## src/vrdvfp_pkg.sv

```systemverilog
// constants and types shared by the reference ramp and fault protection block
package vrdvfp_pkg;
    localparam int CLK_MHZ             = 200;
    localparam int FAST_SLEW_MV_PER_US = 20;
    localparam int SLOW_SLEW_MV_PER_US = 5;
    // cycles per 1 mV reference step
    localparam int FAST_STEP_CYCLES    = CLK_MHZ / FAST_SLEW_MV_PER_US;
    localparam int SLOW_STEP_CYCLES    = CLK_MHZ / SLOW_SLEW_MV_PER_US;
    localparam int MV_W                = 12;
    localparam int STEP_W              = 8;
    localparam logic [11:0] OV_ABOVE_MV   = 12'h0AF;
    localparam logic [11:0] OV_FLOOR_MV   = 12'h0FA;
    localparam logic [11:0] UV_BELOW_MV   = 12'h1F4;
    localparam logic [11:0] UV_ARM_REF_MV = 12'h1F4;
    localparam logic [11:0] OC_TOT_MV     = 12'h60E;
    localparam logic [11:0] OC_LOW_N3_MV  = 12'h41A;
    localparam logic [11:0] OC_LOW_N4_MV  = 12'h320;
    localparam logic [2:0]  LOW_PS_MAX_PHASES = 3'h2;
    localparam logic [2:0]  MIN_PHASES        = 3'h2;
    localparam logic [2:0]  MAX_PHASES        = 3'h4;
    localparam logic [7:0]  FULL_POWER_STATE  = 8'h00;
    localparam logic [11:0] REF_RESET_MV      = 12'h000;
    localparam int          MASK_DELAY_DEFAULT = 1000;

    typedef enum logic [1:0] {
        FAULT_NONE     = 2'b00,
        FAULT_OV_MAIN  = 2'b01,
        FAULT_OV_AUX   = 2'b10,
        FAULT_SHUTDOWN = 2'b11
    } vrdvfp_fault_t;
endpackage

```

## src/vrdvfp_top.sv

```systemverilog
// reference ramping, protection masking and fault handling for two regulator sections
`timescale 1ns/1ps
`default_nettype none

module vrdvfp_top #(
    parameter int MASK_DELAY_CYCLES = vrdvfp_pkg::MASK_DELAY_DEFAULT,
    parameter int MAIN_PHASES       = 4
) (
    input  wire logic                        i_clk,
    input  wire logic                        i_sys_rst,
    input  wire logic                        i_enable,
    input  wire logic                        i_cmd_valid,
    input  wire logic                        i_cmd_main,
    input  wire logic                        i_cmd_aux,
    input  wire logic [vrdvfp_pkg::MV_W-1:0] i_cmd_target,
    input  wire logic                        i_voltage_set_fast_cmd,
    input  wire logic                        i_power_state_cmd,
    input  wire logic [7:0]                  i_power_state,
    input  wire logic [2:0]                  i_phase_count,
    input  wire logic [vrdvfp_pkg::MV_W-1:0] i_main_output_sense,
    input  wire logic [vrdvfp_pkg::MV_W-1:0] i_aux_output_sense,
    input  wire logic [vrdvfp_pkg::MV_W-1:0] i_total_current_monitor,
    input  wire logic [MAIN_PHASES-1:0]      i_main_info_over,
    input  wire logic                        i_aux_info_over,
    output logic      [vrdvfp_pkg::MV_W-1:0] o_main_ref,
    output logic      [vrdvfp_pkg::MV_W-1:0] o_aux_ref,
    output logic      [MAIN_PHASES-1:0]      o_main_phase_drive_outputs,
    output logic      [MAIN_PHASES-1:0]      o_main_low_side_switch,
    output logic                             o_aux_phase_drive_outputs,
    output logic                             o_aux_low_side_switch,
    output logic                             o_main_driver_enable,
    output logic                             o_aux_driver_enable,
    output logic                             o_fault_indication_pin,
    output logic                             o_fault_latched,
    output logic      [1:0]                  o_ramping,
    output logic      [1:0]                  o_protect_masked,
    output logic      [vrdvfp_pkg::MV_W-1:0] o_oc_level
);
    localparam int MW = vrdvfp_pkg::MV_W;
    localparam int SW = vrdvfp_pkg::STEP_W;

    initial begin
        if (MASK_DELAY_CYCLES < 1 || MASK_DELAY_CYCLES > 1048575) begin
            $error("MASK_DELAY_CYCLES out of range");
        end
        if (MAIN_PHASES != 4) begin
            $error("MAIN_PHASES must be 4");
        end
        if (vrdvfp_pkg::FAST_STEP_CYCLES < 1 || vrdvfp_pkg::FAST_STEP_CYCLES > 2 ** SW) begin
            $error("fast step period does not fit the step counter");
        end
        if (vrdvfp_pkg::SLOW_STEP_CYCLES < 1 || vrdvfp_pkg::SLOW_STEP_CYCLES > 2 ** SW) begin
            $error("slow step period does not fit the step counter");
        end
    end

    vrdvfp_pkg::vrdvfp_fault_t fault;
    vrdvfp_pkg::vrdvfp_fault_t next_fault;

    logic [MW-1:0] sense [2];
    logic [MW-1:0] ref_v [2];
    logic [1:0]    cmd_sel;
    logic [1:0]    ov_hit;
    logic [1:0]    uv_hit;
    logic [1:0]    masked;
    logic          low_ps;
    logic          oc_hit;
    logic [2:0]    cfg_n;
    logic [2:0]    run_n;

    assign sense[0] = i_main_output_sense;
    assign sense[1] = i_aux_output_sense;
    assign cmd_sel  = {i_cmd_aux, i_cmd_main};

    // per-section reference ramp and protection masking
    for (genvar g = 0; g < 2; g++) begin : g_sect
        logic [MW-1:0] tgt;
        logic          fast;
        logic [SW-1:0] step_cnt;
        logic [19:0]   mask_cnt;
        logic          ramping;
        logic          ov_ramp;
        logic [MW:0]   ov_lim;
        logic [MW:0]   uv_sum;

        assign ramping = ref_v[g] != tgt;
        assign ov_ramp = (g == 0) ? (fault == vrdvfp_pkg::FAULT_OV_MAIN)
                                  : (fault == vrdvfp_pkg::FAULT_OV_AUX);
        assign ov_lim  = {1'b0, ref_v[g]} + {1'b0, vrdvfp_pkg::OV_ABOVE_MV};
        assign uv_sum  = {1'b0, sense[g]} + {1'b0, vrdvfp_pkg::UV_BELOW_MV};

        always_ff @(posedge i_clk or posedge i_sys_rst) begin
            if (i_sys_rst) begin
                tgt  <= vrdvfp_pkg::REF_RESET_MV;
                fast <= 1'b0;
            end else if (!i_enable) begin
                tgt  <= vrdvfp_pkg::REF_RESET_MV;
                fast <= 1'b0;
            end else if (ov_ramp) begin
                tgt  <= vrdvfp_pkg::OV_FLOOR_MV;
                fast <= 1'b1;
            end else if (fault == vrdvfp_pkg::FAULT_NONE && i_cmd_valid && cmd_sel[g]) begin
                tgt  <= i_cmd_target;
                fast <= i_voltage_set_fast_cmd;
            end
        end

        // one 1 mV step per period; period sets the slope
        always_ff @(posedge i_clk or posedge i_sys_rst) begin
            if (i_sys_rst) begin
                ref_v[g] <= vrdvfp_pkg::REF_RESET_MV;
                step_cnt <= '0;
            end else if (!i_enable) begin
                ref_v[g] <= vrdvfp_pkg::REF_RESET_MV;
                step_cnt <= '0;
            end else if (!ramping || !(fault == vrdvfp_pkg::FAULT_NONE || ov_ramp)) begin
                step_cnt <= '0;
            end else if (step_cnt != '0) begin
                step_cnt <= step_cnt - 1'b1;
            end else begin
                // step first, then wait, so the first 1 mV lands one edge after the command
                step_cnt <= fast ? SW'(vrdvfp_pkg::FAST_STEP_CYCLES - 1)
                                 : SW'(vrdvfp_pkg::SLOW_STEP_CYCLES - 1);
                if (tgt > ref_v[g]) begin
                    ref_v[g] <= ref_v[g] + 1'b1;
                end else begin
                    ref_v[g] <= ref_v[g] - 1'b1;
                end
            end
        end

        // mask holds for the ramp and a fixed count after it
        always_ff @(posedge i_clk or posedge i_sys_rst) begin
            if (i_sys_rst) begin
                mask_cnt  <= '0;
                masked[g] <= 1'b0;
            end else if (!i_enable) begin
                // enable low drops the reference, so no tail is left to guard
                mask_cnt  <= '0;
                masked[g] <= 1'b0;
            end else if (ramping) begin
                mask_cnt  <= 20'(MASK_DELAY_CYCLES);
                masked[g] <= 1'b1;
            end else begin
                if (mask_cnt != '0) begin
                    mask_cnt <= mask_cnt - 1'b1;
                end
                masked[g] <= mask_cnt > 20'h00001;
            end
        end

        always_comb begin
            ov_hit[g] = !masked[g] && !ramping && {1'b0, sense[g]} >= ov_lim;
            uv_hit[g] = !masked[g] && !ramping && ref_v[g] > vrdvfp_pkg::UV_ARM_REF_MV
                        && uv_sum <= {1'b0, ref_v[g]};
        end
    end

    // power state selects phase limit and total overcurrent level
    // the state code survives enable cycling; only reset or a full-power state command returns it to full power
    always_ff @(posedge i_clk or posedge i_sys_rst) begin
        if (i_sys_rst) begin
            low_ps <= 1'b0;
        end else if (i_power_state_cmd) begin
            low_ps <= i_power_state != vrdvfp_pkg::FULL_POWER_STATE;
        end
    end

    always_comb begin
        // out-of-range strap values fall back to the nearest legal count
        if (i_phase_count < vrdvfp_pkg::MIN_PHASES) begin
            cfg_n = vrdvfp_pkg::MIN_PHASES;
        end else if (i_phase_count > vrdvfp_pkg::MAX_PHASES) begin
            cfg_n = vrdvfp_pkg::MAX_PHASES;
        end else begin
            cfg_n = i_phase_count;
        end
        run_n = (low_ps && cfg_n > vrdvfp_pkg::LOW_PS_MAX_PHASES)
              ? vrdvfp_pkg::LOW_PS_MAX_PHASES : cfg_n;
    end

    always_ff @(posedge i_clk or posedge i_sys_rst) begin
        if (i_sys_rst) begin
            o_oc_level <= vrdvfp_pkg::OC_TOT_MV;
        // two phases keep the full level; only wider setups are scaled down
        end else if (low_ps && cfg_n == 3'h4) begin
            o_oc_level <= vrdvfp_pkg::OC_LOW_N4_MV;
        end else if (low_ps && cfg_n == 3'h3) begin
            o_oc_level <= vrdvfp_pkg::OC_LOW_N3_MV;
        end else begin
            o_oc_level <= vrdvfp_pkg::OC_TOT_MV;
        end
    end

    // never masked, so it also catches ramps
    assign oc_hit = i_total_current_monitor >= o_oc_level;

    // fault latch: once set, nothing but enable low leaves it
    always_comb begin
        next_fault = fault;
        if (fault == vrdvfp_pkg::FAULT_NONE) begin
            // total overcurrent first: it is the one fault a ramp cannot hide
            if (oc_hit) begin
                next_fault = vrdvfp_pkg::FAULT_SHUTDOWN;
            end else if (ov_hit[0]) begin
                next_fault = vrdvfp_pkg::FAULT_OV_MAIN;
            end else if (ov_hit[1]) begin
                next_fault = vrdvfp_pkg::FAULT_OV_AUX;
            end else if (uv_hit != 2'b00) begin
                next_fault = vrdvfp_pkg::FAULT_SHUTDOWN;
            end
        end
    end

    always_ff @(posedge i_clk or posedge i_sys_rst) begin
        if (i_sys_rst) begin
            fault <= vrdvfp_pkg::FAULT_NONE;
        end else if (!i_enable) begin
            fault <= vrdvfp_pkg::FAULT_NONE;
        end else begin
            fault <= next_fault;
        end
    end

    // main section phase drive
    for (genvar p = 0; p < MAIN_PHASES; p++) begin : g_phase
        always_ff @(posedge i_clk or posedge i_sys_rst) begin
            if (i_sys_rst) begin
                o_main_phase_drive_outputs[p] <= 1'b0;
                o_main_low_side_switch[p]     <= 1'b0;
            end else if (!i_enable || 3'(p) >= run_n) begin
                o_main_phase_drive_outputs[p] <= 1'b0;
                o_main_low_side_switch[p]     <= 1'b0;
            end else begin
                case (fault)
                    vrdvfp_pkg::FAULT_NONE: begin
                        o_main_phase_drive_outputs[p] <= !i_main_info_over[p];
                        o_main_low_side_switch[p]     <= i_main_info_over[p];
                    end
                    // low side pulls down only while the output sits above the falling reference
                    vrdvfp_pkg::FAULT_OV_MAIN: begin
                        o_main_phase_drive_outputs[p] <= 1'b0;
                        o_main_low_side_switch[p]     <= i_main_output_sense >= vrdvfp_pkg::OV_FLOOR_MV
                                                         && i_main_output_sense > ref_v[0];
                    end
                    default: begin
                        o_main_phase_drive_outputs[p] <= 1'b0;
                        o_main_low_side_switch[p]     <= 1'b0;
                    end
                endcase
            end
        end
    end

    // aux section phase drive
    always_ff @(posedge i_clk or posedge i_sys_rst) begin
        if (i_sys_rst) begin
            o_aux_phase_drive_outputs <= 1'b0;
            o_aux_low_side_switch     <= 1'b0;
        end else if (!i_enable) begin
            o_aux_phase_drive_outputs <= 1'b0;
            o_aux_low_side_switch     <= 1'b0;
        end else begin
            case (fault)
                vrdvfp_pkg::FAULT_NONE: begin
                    o_aux_phase_drive_outputs <= !i_aux_info_over;
                    o_aux_low_side_switch     <= i_aux_info_over;
                end
                // same pull-down pacing as the main section
                vrdvfp_pkg::FAULT_OV_AUX: begin
                    o_aux_phase_drive_outputs <= 1'b0;
                    o_aux_low_side_switch     <= i_aux_output_sense >= vrdvfp_pkg::OV_FLOOR_MV
                                                 && i_aux_output_sense > ref_v[1];
                end
                default: begin
                    o_aux_phase_drive_outputs <= 1'b0;
                    o_aux_low_side_switch     <= 1'b0;
                end
            endcase
        end
    end

    // driver enables, fault pin and status
    // enable gates every bit so a cleared fault shows at the same edge
    always_ff @(posedge i_clk or posedge i_sys_rst) begin
        if (i_sys_rst) begin
            o_main_driver_enable   <= 1'b0;
            o_aux_driver_enable    <= 1'b0;
            o_fault_indication_pin <= 1'b0;
            o_fault_latched        <= 1'b0;
        end else begin
            o_main_driver_enable   <= i_enable && (fault == vrdvfp_pkg::FAULT_NONE
                                      || fault == vrdvfp_pkg::FAULT_OV_MAIN);
            o_aux_driver_enable    <= i_enable && (fault == vrdvfp_pkg::FAULT_NONE
                                      || fault == vrdvfp_pkg::FAULT_OV_AUX);
            o_fault_indication_pin <= i_enable && (fault == vrdvfp_pkg::FAULT_OV_MAIN
                                      || fault == vrdvfp_pkg::FAULT_OV_AUX);
            o_fault_latched        <= i_enable && fault != vrdvfp_pkg::FAULT_NONE;
        end
    end

    always_ff @(posedge i_clk or posedge i_sys_rst) begin
        if (i_sys_rst) begin
            o_main_ref       <= vrdvfp_pkg::REF_RESET_MV;
            o_aux_ref        <= vrdvfp_pkg::REF_RESET_MV;
            o_ramping        <= 2'b00;
            o_protect_masked <= 2'b00;
        end else begin
            o_main_ref       <= ref_v[0];
            o_aux_ref        <= ref_v[1];
            o_ramping        <= {g_sect[1].ramping, g_sect[0].ramping};
            // mask register lags the ramp by one edge; or-ing the ramp keeps the flag honest
            o_protect_masked <= masked | {g_sect[1].ramping, g_sect[0].ramping};
        end
    end

endmodule // vrdvfp_top

`default_nettype wire

```

## config.mk

```make
export PLATFORM = sky130hd
export DESIGN_NAME = vrdvfp_top
export DESIGN_NICKNAME = d
export VERILOG_FILES = /design/src/vrdvfp_pkg.sv /design/src/vrdvfp_top.sv
export SDC_FILE = /design/constraint.sdc
export NUM_CORES = 1
export LEC_CHECK = 0
export ABC_AREA = 1
export BUFFER_PORTS_ARGS = -buffer_cell sky130_fd_sc_hd__buf_4
export CAP_MARGIN = 20
export CELL_PAD_IN_SITES_DETAIL_PLACEMENT = 1
export CELL_PAD_IN_SITES_GLOBAL_PLACEMENT = 2
export CORE_MARGIN = 2
export CORE_UTILIZATION = 25
export DETAILED_ROUTE_END_ITERATION = 8
export GPL_ROUTABILITY_DRIVEN = 0
export GPL_TIMING_DRIVEN = 0
export PLACE_DENSITY = 0.61
export SETUP_SLACK_MARGIN = 0.3
export SLEW_MARGIN = 20
export SYNTH_ARGS = -nofsm -noshare
export SYNTH_HDL_FRONTEND = slang
export SYNTH_SLANG_ARGS = --single-unit
```

## constraint.sdc

```tcl
create_clock -name i_clk -period 5.8 [get_ports i_clk]
set_input_delay 0.87 -clock i_clk [delete_from_list [all_inputs] [get_ports i_clk]]
set_output_delay 0.87 -clock i_clk [all_outputs]
set_load 0.02 [all_outputs]
```

* Word-level counts from Yosys, hierarchy flattened
Index checks and enable logic that the tools add are counted.
** Cells by class
- $add $sub $neg :: 12
- Order comparisons :: 22
- Equal/unequal tests :: 16
- Muxes and demuxes :: 69
- Bitwise logic cells :: 1
- Reductions and logical operators :: 52
** Operators with widths (count)
- $mux W12 :: 14
- $mux W20 :: 6
- $gt A12 B12 Y1 :: 4
- $mux W8 :: 6
- $gt A20 B1 Y1 const B :: 2
- $reduce_bool A20 Y1 :: 2
- $sub A20 B1 Y20 const B :: 2
- $add A12 B8 Y13 const B :: 2
- $add A12 B9 Y13 const B :: 2
- $ge A12 B13 Y1 :: 2
- $le A13 B12 Y1 :: 2
- $mux W1 :: 25
- $add A12 B1 Y12 const B :: 2
- $ge A12 B8 Y1 const B :: 2
- $gt A12 B9 Y1 const B :: 2
- $ne A12 B12 Y1 :: 2
- $reduce_bool A8 Y1 :: 3
- $sub A12 B1 Y12 const B :: 2
- $logic_and A1 B1 Y1 :: 20
- $sub A8 B1 Y8 const B :: 2
- $ge A12 B12 Y1 :: 1
- $logic_not A1 Y1 :: 12
- $mux W2 :: 6
- $mux W6 :: 2
- 22 further kinds :: 47
** Storage, ports and cells
- Register bits :: 165
- Bits of input ports :: 72
- Output and inout port bits :: 54
- Word-level logic and storage cells :: 205

* Longest topological paths before layout
Gate-level depths: netlist of the first run.
- Depth after elaboration :: 12
- Depth in mapped cells :: 20

* Worst setup path before layout of the first run
OpenSTA, ideal clock, no wires.
- Path kind :: register to register
- Start point :: register ref_v[11] (netlist bit)
- End point :: register ref_v[9] (netlist bit)
- Data arrival time :: 2.743 ns
- Data required time :: 5.670 ns
- Slack :: 2.928 ns
- Cell stages (with the launch flop) :: 19
- Buffers on the path :: 0
- Path through :: dfrtp_1 > inv_1 > ha_1 > nand2_1 > nor2_1 > nand2_1 > inv_2 > nand2_1 > nand3_1 > nand2_1 > ha_1 > inv_1 > nor3_1 > a21oi_1 > inv_1 > a21oi_1 > or2_2 > nand3_1 > o21ai_0
** On the way
- Longest elaborated chain between the ends :: 5
- Elaborated cells on any way between the ends :: 10
** Ends and longest elaborated chain
- start, declared :: line vrdvfp_top.sv:61 : logic [MW-1:0] ref_v [2];
- start signal, assigned by index :: line vrdvfp_top.sv:111 : ref_v[g] <= vrdvfp_pkg::REF_RESET_MV;
- start signal, assigned by index :: line vrdvfp_top.sv:114 : ref_v[g] <= vrdvfp_pkg::REF_RESET_MV;
- start signal, assigned by index :: line vrdvfp_top.sv:125 : ref_v[g] <= ref_v[g] + 1'b1;
- $gt A12 B12 Y1 or $ne A12 B12 Y1 (tied branches) :: line vrdvfp_top.sv:124, vrdvfp_top.sv:86
- $mux W12 or $logic_not A1 Y1 (tied branches) :: line vrdvfp_top.sv:124, vrdvfp_top.sv:116
- $mux W12 or $logic_or A1 B1 Y1 (tied branches) :: line vrdvfp_top.sv:118, vrdvfp_top.sv:116
- $mux W12 or $ne A2 B2 Y1 (tied branches)
- $mux W12 or $reduce_and A2 Y1 (tied branches)
Several ways; a longest one is shown, not always the timed one. The select of a mux whose other input is x is not followed.
A chain may end at the register's enable or synchronous reset.

* Worst setup path after layout of the first run
- Start point :: register ref_v[6] (netlist bit)
- End point :: register ref_v[9] (netlist bit)
** On the way
- Longest elaborated chain between the ends :: 5
- Elaborated cells on any way between the ends :: 12
** Ends and longest elaborated chain
- $sub A12 B1 Y12 (tied with other cells) :: line vrdvfp_top.sv:127 : ref_v[g] <= ref_v[g] - 1'b1;
- $mux W12 or $logic_not A1 Y1 (tied branches) :: line vrdvfp_top.sv:124, vrdvfp_top.sv:116
- $mux W12 or $logic_or A1 B1 Y1 (tied branches) :: line vrdvfp_top.sv:118, vrdvfp_top.sv:116
- $mux W12 or $ne A2 B2 Y1 (tied branches)
- $mux W12 or $reduce_and A2 Y1 (tied branches)
Several ways; a longest one is shown, not always the timed one. The select of a mux whose other input is x is not followed.

==> impl_results.rst, run 1 <==
.. list-table::
   :header-rows: 1

   * - Metric
     - Value
   * - Synth Flop Type
     - dfrtp_1
   * - Required @ worst endpoint
     - 6110 ps
   * - Worst Tran Pin Value
     - 709 ps
   * - Number of DRC markers in iteration 0
     - 351
   * - Antenna violations before repair
     - 0
   * - Number of hold-slack violations in the final timing report
     - 0
   * - Met2 Wirelength
     - 17.9 mm
   * - Maximum buffer depth of the clock tree
     - 2
   * - CP endpoint kind
     - flop
   * - Largest driver fanout on the critical path
     - 12
   * - Remaining Overflow, GRT
     - 0
   * - Finish-stage setup viols
     - 0
   * - Remaining antenna violation count after routing
     - 0
   * - Sequential area share after synthesis
     - 35.5%
   * - Post-CTS repair timing setup buffer count
     - 0
   * - Fmax
     - 268 MHz
   * - Number of synthesized register bits
     - 158
   * - Die X
     - 215 um
   * - Leakage power
     - 6.75 nW
   * - Number of distinct library cell variants in the gate-level netlist after synthesis
     - 54
   * - Via count of the first global-routing pass
     - 10,700
   * - Number of maximum-capacitance constraint violations
     - 0
   * - Data arrival time of the critical path
     - 4050 ps
   * - Crit share post-route
     - 64.4%
   * - Effective utilization at floorplan
     - 25.3%
   * - CTS Hold Bufs
     - 0
   * - CTS clock-pin slew for the worst setup and hold paths
     - 60 ps
   * - CTS H-tree depth
     - 4
   * - Number of antenna diodes
     - 0
   * - Number of pins with negative max-slew slack in the final report
     - 0
   * - Number of vias in the routed layout
     - 9,862
   * - Hold Crit Class
     - flop to flop
   * - Post-synthesis average cell area
     - 7.87 um2
   * - Most common library cell in the layout ignoring fill and taps
     - nand2_1
   * - Placement Rows
     - 77
   * - Total Routed Length
     - 36.1 mm
   * - TritonCTS sink count
     - 158
   * - DR pass1 iterations
     - 4
   * - Area delta synth->final
     - 20.6%
   * - Overall die area
     - 46,300 um2
   * - TritonCTS Buffers
     - 17
   * - Post-synthesis cell area
     - 11,100 um2
   * - Proportion of layout cells with a drive suffix above 1
     - 13.7%
   * - Setup slack after placement
     - 2040 ps
   * - Number of instances in the synthesized netlist
     - 1,415
   * - Num ports
     - 126
   * - CTS root buf
     - clkbuf_16
   * - Total DRC errors in the routed layout
     - 0
   * - Worst voltage drop across the vdd grid
     - 0.215 mV
   * - Cell area after placement
     - 12,800 um2
   * - Top Metal Used
     - met4
   * - Post-detailed-placement half-perimeter wirelength
     - 29.0 mm
   * - Final setup margin
     - 2070 ps
   * - Skew-Pair Late Insertion Delay
     - 450 ps
   * - Setup repair after global routing missed its margin
     - no
   * - Period minus WS final
     - 3730 ps
   * - Met1 wire length
     - 16.7 mm
   * - Area of the core
     - 44,100 um2
   * - Routed wire per std cell
     - 16.7 um
   * - Maximum number of pins on one net before global-route repair
     - 91
   * - Total met3 wirelength after detailed routing
     - 801 um
   * - Height of the die
     - 215 um
   * - Critical Setup Path Class
     - flop to flop
   * - Drt via density
     - 4.56
   * - Cell Pwr Density
     - 460 nW/um2
   * - Quantity of I/O buffers inserted on ports
     - 121
   * - Largest clock skew in the final design
     - 12.9 ps
   * - Result of the run
     - finished, final reports clean
   * - Async set-or-reset flop fraction in the synthesized netlist
     - 100%
   * - Startpoint kind of the worst setup timing path
     - flop
   * - Number of enable-type register cells in the synthesized netlist
     - 0
   * - Post-Layout Inst Area
     - 13,400 um2
   * - Leading cell types in the layout, fill and taps excluded
     - 252 x nand2_1, 203 x inv_1, 155 x dfrtp_1
   * - Filler Cell Count
     - 5,421
   * - Nets
     - 1,770
   * - Gr usage total
     - 16.2%
   * - CTS tree
     - built
   * - First-pass GRT wire length
     - 58.5 mm
   * - Resized cells post-CTS
     - 0
   * - Total of warnings raised by yosys
     - 0
   * - Tightest slew margin relative to the limit
     - 52.7%
-- sequential cells by signal, summed over array words and instances (netlist names), 2 cells and up --
signal,flops
g_sect.mask_cnt,40
o_main_ref,12
ref_v,24
o_protect_masked,2
g_sect.fast,2
g_sect.step_cnt,16
g_sect.tgt,24
o_main_low_side_switch,4
fault,2
masked,2
o_oc_level,5
o_ramping,2
o_aux_ref,12
o_main_phase_drive_outputs,4
-- kinds of logic (layout without fill, tap and decap cells) --
| group | count (synthesis) | count (layout) | share of synthesized area [%] |
|---|---|---|---|
| other | 1 | 4 | 0.0337 |
| and+or+nand+nor | 591 | 591 | 24.4 |
| DFF | 158 | 158 | 35.5 |
| buffers and inverters | 230 | 384 | 8.06 |
| AOI/OAI and AO/OA | 240 | 240 | 11.8 |
| adders and majority gates | 139 | 139 | 15.7 |
| xor gates and xnor gates | 56 | 56 | 4.40 |
-- report_power, final --
group / switching, W / internal (W) / leakage (nW)
Combinational: 0.00223 / 0.00121 / 4.38
Clock: 0.000484 / 0.000700 / 0.298
Sequential: 0.000208 / 0.00135 / 2.07
Total: 0.00292 / 0.00326 / 6.75
-- worst paths after layout --
| path | cells past startpoint | endpoint | slack [ps] | start |
|---|---|---|---|---|
| worst max register to register | 18 | ref_v[9] | 2070 | ref_v[6] |
| worst min register to register | 0 | o_aux_ref[1] | 420 | ref_v[1] |
| min in group asynchronous | 2 | o_main_low_side_switch[1] | 450 | i_sys_rst |
| worst min-delay path | 0 | o_aux_ref[1] | 420 | ref_v[1] |
| max in group asynchronous | 3 | g_sect[1].mask_cnt[13] | 4470 | i_sys_rst |
| worst max-delay path | 18 | ref_v[9] | 2070 | ref_v[6] |
-- through the flow --
step                power (W)  instances  hold WS, ps  utilization [%]  TNS (ps)
floorplan             0.00398       1418          380                -         0
global placement      0.00500       2131          403             29.0   -263820
detailed placement    0.00505       2132          404             29.1         0
CTS                   0.00629       2164          419             30.5         0
global route          0.00683       2164          437             30.5         0
finish                0.00618       2164          417             30.5         0
-- worst max-delay path, stage by stage (launching register included) --
cell and delay [ps]:
dfrtp_1 530, inv_1 260, ha_1 340, nand2_1 60, nor2_1 100, nand2_1 70
inv_2 90, nand2_1 60, nand3_1 100, nand2_1 330, ha_1 500, nand2_1 90
o21ai_0 350, a21oi_1 100, inv_1 100, a21oi_1 80, or2_2 270, nand3_1 60
o21ai_0 80
-- Yosys cell counts (6+ instances only) --
| cell type | n | area [um2] |
|---|---|---|
| o21ai_1 | 13 | 65.1 |
| a31oi_1 | 10 | 62.6 |
| nor3_1 | 28 | 140 |
| a21oi_1 | 113 | 566 |
| ha_1 | 137 | 1710 |
| buf_4 | 7 | 52.6 |
| nor2_1 | 132 | 495 |
| inv_2 | 8 | 30.0 |
| inv_1 | 204 | 766 |
| o21bai_1 | 6 | 45.0 |
| nand4_1 | 27 | 169 |
| o31ai_1 | 9 | 67.6 |
| dfrtp_1 | 155 | 3880 |
| xor2_1 | 45 | 394 |
| nor2_4 | 7 | 78.8 |
| xnor2_1 | 11 | 96.3 |
| o22ai_1 | 19 | 119 |
| nor2_2 | 9 | 56.3 |
| nand2_1 | 252 | 946 |
| nor4_1 | 6 | 37.5 |
| nand3_1 | 92 | 460 |
| o21ai_0 | 56 | 280 |
-- metal layers --
metal  global-route usage [%]  vias to the layer above
met5                        0                        -
met4                     4.25                        0
met3                     2.75                       32
met2                     28.4                       96
met1                     20.5                     4755
li1                         -                     4979
-- cell type report --
cell class | count | area (um2) | area share, %
sequential | 158 | 3960 | 29.5
multi-input combinational | 1030 | 6300 | 46.9
inverter | 215 | 820 | 6.10
tap | 592 | 741 | 5.51
buffer | 15 | 86.3 | 0.642
clock buffer | 22 | 464 | 3.45
clock inverter | 10 | 136 | 1.01
timing repair buffer | 122 | 936 | 6.96
Note: power is estimated with default switching activity, not from simulation.
==> inputs of run 2 (changes only) <==
ABC_AREA = 0   (was 1)
PLACE_DENSITY = 0.6   (was 0.61)
clock period = 3.1 ns   (was 5.8 ns; I/O delays follow)
==> run 2 against run 1 <==
  * Count of clock-buffer cells in the layout unchanged
  * Combinational power grew to 2.8 times the previous value
  * The flow now finishes with violations (setup timing)
  * Final cell count down 11%
==> impl_results.rst, run 2 <==
.. list-table::
   :header-rows: 1

   * - Metric
     - Value
   * - Result of the run
     - finished with violations
   * - Failing checks
     - setup timing
   * - Proportion of layout cells with a drive suffix above 1
     - 34.0% (+20 points)
   * - Storage element area
     - 3990 um2 (+0.73%)
   * - Critical path origin
     - ref_v[9]
   * - Most numerous cell in the Yosys netlist
     - dfrtp_1
   * - CTS root buf
     - clkbuf_16
   * - Most common library cell in the layout ignoring fill and taps
     - buf_4
   * - Number of enable-type register cells in the synthesized netlist
     - 0 (unchanged)
   * - Placement Rows
     - 75 (-2.6%)
   * - Gr usage total
     - 17.3% (+1.1 points)
   * - Async set-or-reset flop fraction in the synthesized netlist
     - 100% (unchanged)
   * - Number of antenna diodes
     - 0 (unchanged)
   * - Startpoint kind of the worst setup timing path
     - flop
   * - CP endpoint kind
     - flop
   * - Required @ worst endpoint
     - 3470 ps (-2640 ps)
   * - Biggest area contributors in the synthesized netlist
     - dfrtp_1 37%, ha_1 16%, xnor2_1 5.1%, a21oi_1 3.5%, nor2_1 3.4%
   * - Area of combinational cells with multiple inputs
     - 7270 um2 (+15%)
   * - Met1 wire length
     - 17.0 mm (+2.0%)
   * - Number of hold-slack violations in the final timing report
     - 0 (unchanged)
   * - Area delta synth->final
     - 42.6%
   * - Setup repair after global routing missed its margin
     - yes
   * - Post-synthesis cell area
     - 10,500 um2 (-5.6%)
   * - Setup slack after placement
     - -1020 ps (-3060 ps)
   * - Leakage power
     - 6.49 nW (-3.9%)
   * - Tightest hold margin
     - 111 ps (-305 ps)
   * - Drt via density
     - 4.88 (+7.0%)
   * - Largest regs
     - g_sect.mask_cnt: 40 flops, g_sect.tgt: 24 flops, ref_v: 24 flops
   * - Nets
     - 1,585 (-10%)
   * - Top register by number of flip-flops
     - g_sect.mask_cnt
   * - Number of DRC markers in iteration 0
     - 283 (-19%)
   * - Total met3 wirelength after detailed routing
     - 853 um (+6.5%)
   * - Cell area after placement
     - 12,600 um2 (-1.9%)
   * - Worst voltage drop across the vdd grid
     - 0.679 mV (+220%)
   * - Crit share post-route
     - 113% (+48 points)
   * - Number of maximum-capacitance constraint violations
     - 0 (unchanged)
   * - Critical Setup Path Class
     - flop to flop
   * - Total of warnings raised by yosys
     - 0 (unchanged)
   * - Number of synthesized register bits
     - 158 (unchanged)
   * - CTS tree
     - built
   * - DR pass1 iterations
     - 4 (unchanged)
   * - Total placed cells including tap cells
     - 1,790 (-16%)
   * - Fmax
     - 287 MHz (+7.0%)
   * - Share of the synthesized area in the top cell type
     - 36.9% (+2.1 points)
   * - Remaining Overflow, GRT
     - 0 (unchanged)
   * - Antenna violations before repair
     - 0 (unchanged)
   * - Post-detailed-placement half-perimeter wirelength
     - 27.0 mm (-6.8%)
   * - Height of the die
     - 209 um (-2.8%)
   * - Maximum number of pins on one net before global-route repair
     - 33 (-64%)
   * - Data arrival time of the critical path
     - 3860 ps (-190 ps)
   * - CTS Hold Bufs
     - 0 (unchanged)
   * - Filler-free cell count of the finished design
     - 1,926 (-11%)
   * - Effective utilization at floorplan
     - 25.2% (-0.058 points)
   * - CTS clock-pin slew for the worst setup and hold paths
     - 70 ps (about the same)
   * - Finish-stage setup viols
     - 12 (+12)
   * - Met2 Wirelength
     - 18.8 mm (+4.7%)
   * - TritonCTS sink count
     - 158 (unchanged)
   * - Leading cell types in the layout, fill and taps excluded
     - 212 x buf_4, 132 x dfrtp_1, 106 x ha_1
   * - Remaining antenna violation count after routing
     - 0 (unchanged)
   * - Via count of the first global-routing pass
     - 10,100 (-5.6%)
   * - Overall die area
     - 43,700 um2 (-5.5%)
   * - Final setup margin
     - -389 ps (-2450 ps)
   * - Maximum buffer depth of the clock tree
     - 2 (unchanged)
   * - Sequential area share after synthesis
     - 37.6% (+2.1 points)
   * - Number of flip-flops under the largest register name
     - 40 (unchanged)
   * - Largest clock skew in the final design
     - 10.7 ps (-2.18 ps)
   * - Skew-Pair Late Insertion Delay
     - 450 ps (about the same)
   * - Period minus WS final
     - 3490 ps (-245 ps)
   * - Filler Cell Count
     - 4,683 (-14%)
   * - CTS H-tree depth
     - 4 (unchanged)
   * - Startpoint of the worst-slack reg-to-reg timing path
     - ref_v[9]
   * - Number of instances in the synthesized netlist
     - 1,122 (-21%)
   * - Number of distinct library cell variants in the gate-level netlist after synthesis
     - 66 (+22%)
   * - Num ports
     - 126 (unchanged)
   * - Leading post-synthesis cells by instance count
     - 155 x dfrtp_1, 137 x ha_1, 95 x nor2_1, 86 x nand2_1, 73 x a21oi_1
   * - Tightest slew margin relative to the limit
     - 27.8% (-25 points)
   * - Die X
     - 209 um (-2.8%)
   * - Total Routed Length
     - 37.2 mm (+3.0%)
   * - Post-synthesis average cell area
     - 9.38 um2 (+19%)
   * - Total DRC errors in the routed layout
     - 0 (unchanged)
   * - TritonCTS Buffers
     - 17 (unchanged)
   * - Routed wire per std cell
     - 19.3 um (+16%)
   * - Top Metal Used
     - met4
   * - Area of the core
     - 41,800 um2 (-5.4%)
   * - Overall power
     - 0.0148 W (+140%)
   * - Cell Pwr Density
     - 985 nW/um2 (+110%)
   * - Worst Tran Pin Value
     - 1080 ps (+372 ps)
   * - First-pass GRT wire length
     - 58.3 mm (-0.32%)
   * - Number of pins with negative max-slew slack in the final report
     - 0 (unchanged)
   * - Synth Flop Type
     - dfrtp_1
   * - Post-Layout Inst Area
     - 15,000 um2 (+12%)
   * - Number of vias in the routed layout
     - 9,395 (-4.7%)
   * - Hold Crit Class
     - input pin to async pin
   * - Quantity of I/O buffers inserted on ports
     - 120 (-0.83%)
   * - Yosys top cell by area
     - dfrtp_1
   * - Largest driver fanout on the critical path
     - 5 (-7)
[run 2: cell count changes in the layout (fill, tap and decap cells not counted), sizes merged, moves of 14 or more]
cell   change
xnor2     +50
nand2    -172
o21ai     -21
a21oi     -40
inv      -152
nand3     -65
buf      +109
a21o      +15
nor4      +15
xor2      -21
nor2      -53
nor3      +14
[run 2: worst paths after layout]
path                                                 end  slack [ps]  depth (start not counted)
max in group asynchronous              g_sect[0].tgt[10]        1990                          5
min                               g_sect[1].mask_cnt[19]         110                          2
max                                            ref_v[11]        -390                         16
min reg2reg                        g_sect[1].step_cnt[0]         480                          1
min in group i_clk         o_main_phase_drive_outputs[0]         170                          2
max reg2reg                                    ref_v[11]        -390                         16
[run 2: logic make-up (layout without fill, tap and decap cells)]
kind of cell,Yosys count,count (layout),share of synthesized area [%]
fa+ha+maj,139,139,16.7
other cells,1,4,0.0356
mux,4,4,0.381
simple gates,382,382,18.1
flops,158,158,37.6
buf+inv,93,355,3.94
xor+xnor,85,85,7.08
compound gates,260,260,16.2
[run 2: power breakdown]
group          internal [W]  total (W)  switching [W]
clock               0.00145    0.00240       0.000947
combinational       0.00449    0.00948        0.00500
sequential          0.00252    0.00289       0.000372
total               0.00845     0.0148        0.00631
[run 2: repair_timing]
item	4_1_cts	5_1_grt
resized for setup	146	68
setup endpoints to repair	59	68
pin swaps	60	51
setup buffers	78	26
[run 2: cell type report]
type                       count  share of cell area [%]
multi-input combinational    874                    48.5
sequential                   158                    26.6
timing repair buffer         230                    12.7
tap                          539                    4.50
clock buffer                  22                    3.23
inverter                      65                    2.09
buffer                        28                    1.28
clock inverter                10                    1.14
[run 2: metal layers]
layer,up-vias,GRT usage [%]
li1,4581,-
met1,4677,22.3
met2,108,30.5
met3,29,2.66
met4,0,3.57
met5,-,0
[run 2: worst max-delay path, cell delays in order (launching register included)]
cell and delay, ps:
dfrtp_2 430, inv_4 80, ha_4 210, a21oi_4 160, o21ai_4 90, a2111oi_4 400, a21oi_4 120, clkinv_4 100
buf_4 130, ha_4 190, a211oi_2 220, o21a_1 220, o31ai_4 100, o41ai_2 330, xnor2_1 120, or3_1 370
a21oi_2 110
[run 2: through the flow]
step	util, %	setup TNS [ps]
floorplan	-	-365
global placement	29.9	-121490
detailed placement	30.2	-12190
CTS	34.6	-2480
global route	35.9	-5340
finish	35.9	-2740
==> inputs of run 3 (changes only) <==
SETUP_SLACK_MARGIN = unset   (was 0.3)
==> run 3 against run 2 <==
  * The run still ends with setup timing left
  * Maximum frequency grew 1.5%
  * Combinational power fell by 6.4%
  * Via count decreased by 0.83%
  * Count of clock-buffer cells in the layout shrank 4
  * Non-clock buffer count is 16 lower
  * Sequential share of layout area rose by 1.1 points
  * Clock skew up 2.7 ps
  * Sequential power hardly changed
  * Die area did not move
  * Critical endpoint is now ref_v[22]
==> impl_results.rst, run 3 (synthesis gave the netlist of run 2 again) <==
.. list-table::
   :header-rows: 1

   * - Metric
     - Value
   * - Result of the run
     - finished with violations
   * - Failing checks
     - setup timing
   * - Number of hold-slack violations in the final timing report
     - 0 (unchanged)
   * - Total placed cells including tap cells
     - 1,791 (+0.056%)
   * - Cell Pwr Density
     - 957 nW/um2 (-2.8%)
   * - Number of pins with negative max-slew slack in the final report
     - 0 (unchanged)
   * - Number of vias in the routed layout
     - 9,317 (-0.83%)
   * - Area of the core
     - 41,800 um2 (unchanged)
   * - Tightest slew margin relative to the limit
     - 31.2% (+3.4 points)
   * - Peak per-stage delay on the critical path
     - 440 ps (about the same)
   * - Tightest hold margin
     - 181 ps (+69.8 ps)
   * - Crit share post-route
     - 111% (-1.6 points)
   * - Maximum number of pins on one net before global-route repair
     - 32 (-3.0%)
   * - Skew-Pair Late Insertion Delay
     - 440 ps (about the same)
   * - Placement Rows
     - 75 (unchanged)
   * - Gr usage total
     - 16.9% (-0.35 points)
   * - Antenna violations before repair
     - 0 (unchanged)
   * - Setup TNS Final
     - -2490 ps (+253 ps)
   * - Crit-path slowest cell
     - dfrtp_2
   * - Effective utilization at floorplan
     - 25.2% (unchanged)
   * - Largest clock skew in the final design
     - 13.3 ps (+2.68 ps)
   * - Filler-free cell count of the finished design
     - 1,908 (-0.93%)
   * - Quantity of I/O buffers inserted on ports
     - 120 (unchanged)
   * - Drt via density
     - 4.88 (+0.11%)
   * - Share of the core filled with cells
     - 34.5% (-1.4 points)
   * - Critical Setup Path Class
     - flop to flop
   * - Finish-stage setup viols
     - 11 (-1)
   * - Post-Layout Inst Area
     - 14,400 um2 (-3.9%)
   * - Top Metal Used
     - met4
   * - Cell chain of the critical path
     - inv_4 -> ha_4 -> a21o_1 -> a221oi_2 -> o21ai_2 -> a221oi_4 -> or2_4 -> buf_6 -> inv_2 -> fa_2 -> nor2b_1 -> o21a_1 -> o21ai_2 -> a21o_1 -> a21oi_2 -> o2111ai_1 -> nand3b_1
   * - Die X
     - 209 um (unchanged)
   * - TritonCTS sink count
     - 158 (unchanged)
   * - Final setup margin
     - -339 ps (+50.6 ps)
   * - Kind of cell with the highest combined delay on the critical path
     - compound AO/OA/AOI/OAI gates
   * - Post-detailed-placement half-perimeter wirelength
     - 27.1 mm (+0.43%)
   * - CTS root buf
     - clkbuf_16
   * - Cell area after placement
     - 12,500 um2 (-0.46%)
   * - Total met3 wirelength after detailed routing
     - 663 um (-22%)
   * - Number of maximum-capacitance constraint violations
     - 0 (unchanged)
   * - CTS clock-pin slew for the worst setup and hold paths
     - 70 ps (about the same)
   * - Startpoint kind of the worst setup timing path
     - flop
   * - Top register by number of flip-flops
     - g_sect.mask_cnt
   * - Data arrival time of the critical path
     - 3800 ps (-60 ps)
   * - Area delta synth->final
     - 37.0%
   * - Leading cell types in the layout, fill and taps excluded
     - 206 x buf_4, 132 x dfrtp_1, 109 x ha_1
   * - Met2 Wirelength
     - 18.2 mm (-2.9%)
   * - Count of buffering cells on the critical path with inverters included
     - 3 (unchanged)
   * - Most common library cell in the layout ignoring fill and taps
     - buf_4
   * - Required @ worst endpoint
     - 3460 ps (about the same)
   * - Period minus WS final
     - 3440 ps (-50.6 ps)
   * - Setup repair after global routing missed its margin
     - yes
   * - CP endpoint kind
     - flop
   * - Number of antenna diodes
     - 0 (unchanged)
   * - Leakage power
     - 6.28 nW (-3.1%)
   * - Number of flip-flops under the largest register name
     - 40 (unchanged)
   * - Worst Tran Pin Value
     - 1030 ps (-50.9 ps)
   * - Total Routed Length
     - 36.2 mm (-2.6%)
   * - Worst voltage drop across the vdd grid
     - 0.741 mV (+9.2%)
   * - Num ports
     - 126 (unchanged)
   * - Height of the die
     - 209 um (unchanged)
   * - Largest driver fanout on the critical path
     - 6 (+1)
   * - Total DRC errors in the routed layout
     - 0 (unchanged)
   * - CTS tree
     - built
   * - Routed wire per std cell
     - 19.0 um (-1.7%)
   * - Largest regs
     - g_sect.mask_cnt: 40 flops, g_sect.tgt: 24 flops, ref_v: 24 flops
   * - Fmax
     - 291 MHz (+1.5%)
   * - Nets
     - 1,569 (-1.0%)
   * - Number of DRC markers in iteration 0
     - 269 (-4.9%)
   * - Hold Crit Class
     - input pin to flop
   * - CTS H-tree depth
     - 4 (unchanged)
   * - Maximum buffer depth of the clock tree
     - 2 (unchanged)
   * - TritonCTS Buffers
     - 17 (unchanged)
   * - Met1 wire length
     - 17.1 mm (+0.45%)
   * - Proportion of layout cells with a drive suffix above 1
     - 30.5% (-3.5 points)
   * - Remaining Overflow, GRT
     - 0 (unchanged)
   * - Overall die area
     - 43,700 um2 (unchanged)
   * - Remaining antenna violation count after routing
     - 0 (unchanged)
   * - DR pass1 iterations
     - 4 (unchanged)
   * - First-pass GRT wire length
     - 57.2 mm (-2.0%)
   * - Via count of the first global-routing pass
     - 9,921 (-1.5%)
## run 3: power by group
group	internal (W)	leakage [nW]	switching [W]
Clock	0.00110	0.259	0.000929
Combinational	0.00414	3.98	0.00472
Sequential	0.00252	2.05	0.000370
## run 3: cell type report
class / count / area [um2]
Clock buffer: 18 / 429
Inverter: 65 / 300
Fill cell: 4752 / 27400
Buffer: 28 / 184
Sequential cell: 158 / 3990
Timing Repair Buffer: 214 / 1750
Tap cell: 539 / 674
Clock inverter: 12 / 115
Multi-Input combinational cell: 874 / 6970
## run 3: path summary, 6_finish.rpt
kind	cells after the start	slack, ps	from	to
setup reg to reg	17	-340	ref_v[17]	ref_v[22]
hold / removal	2	180	i_main_info_over[1]	o_main_phase_drive_outputs[1]
min in group asynchronous	3	560	i_sys_rst	g_sect[1].mask_cnt[19]
hold reg to reg	1	480	g_sect[1].step_cnt[0]	g_sect[1].step_cnt[0]
setup / recovery	17	-340	ref_v[17]	ref_v[22]
max in group asynchronous	7	1450	i_sys_rst	ref_v[15]
## run 3: worst reg2reg max path: stages, from the launching register on
cell	delay, ps
dfrtp_2	440
inv_4	90
ha_4	210
a21o_1	170
a221oi_2	270
o21ai_2	100
a221oi_4	320
or2_4	260
buf_6	130
inv_2	30
fa_2	330
nor2b_1	130
o21a_1	160
o21ai_2	80
a21o_1	210
a21oi_2	180
o2111ai_1	150
nand3b_1	130
## run 3: layer usage
| metal | vias up | global-route usage, % |
|---|---|---|
| met1 | 4662 | 22.3 |
| met5 | - | 0 |
| met4 | 0 | 2.73 |
| met3 | 14 | 2.40 |
| li1 | 4543 | - |
| met2 | 98 | 29.9 |
## run 3: repair_timing
| action | in CTS | in global routing |
|---|---|---|
| endpoints found under the hold margin | 9 | 0 |
| gates cloned | 0 | 1 |
| pin swaps | 43 | 42 |
| resized for setup | 104 | 58 |
| hold buffers | 1 | 0 |
| buffers inserted | 60 | 27 |
| endpoints found under the setup margin | 44 | 30 |
## run 3: metrics by stage
step,power (W),setup slack (ps)
5_1_grt,0.0150,-513
3_3_place_gp,0.00971,-1190
2_1_floorplan,0.00784,-179
4_1_cts,0.0134,-415
3_5_place_dp,0.00985,-1100
6_report,0.0138,-339
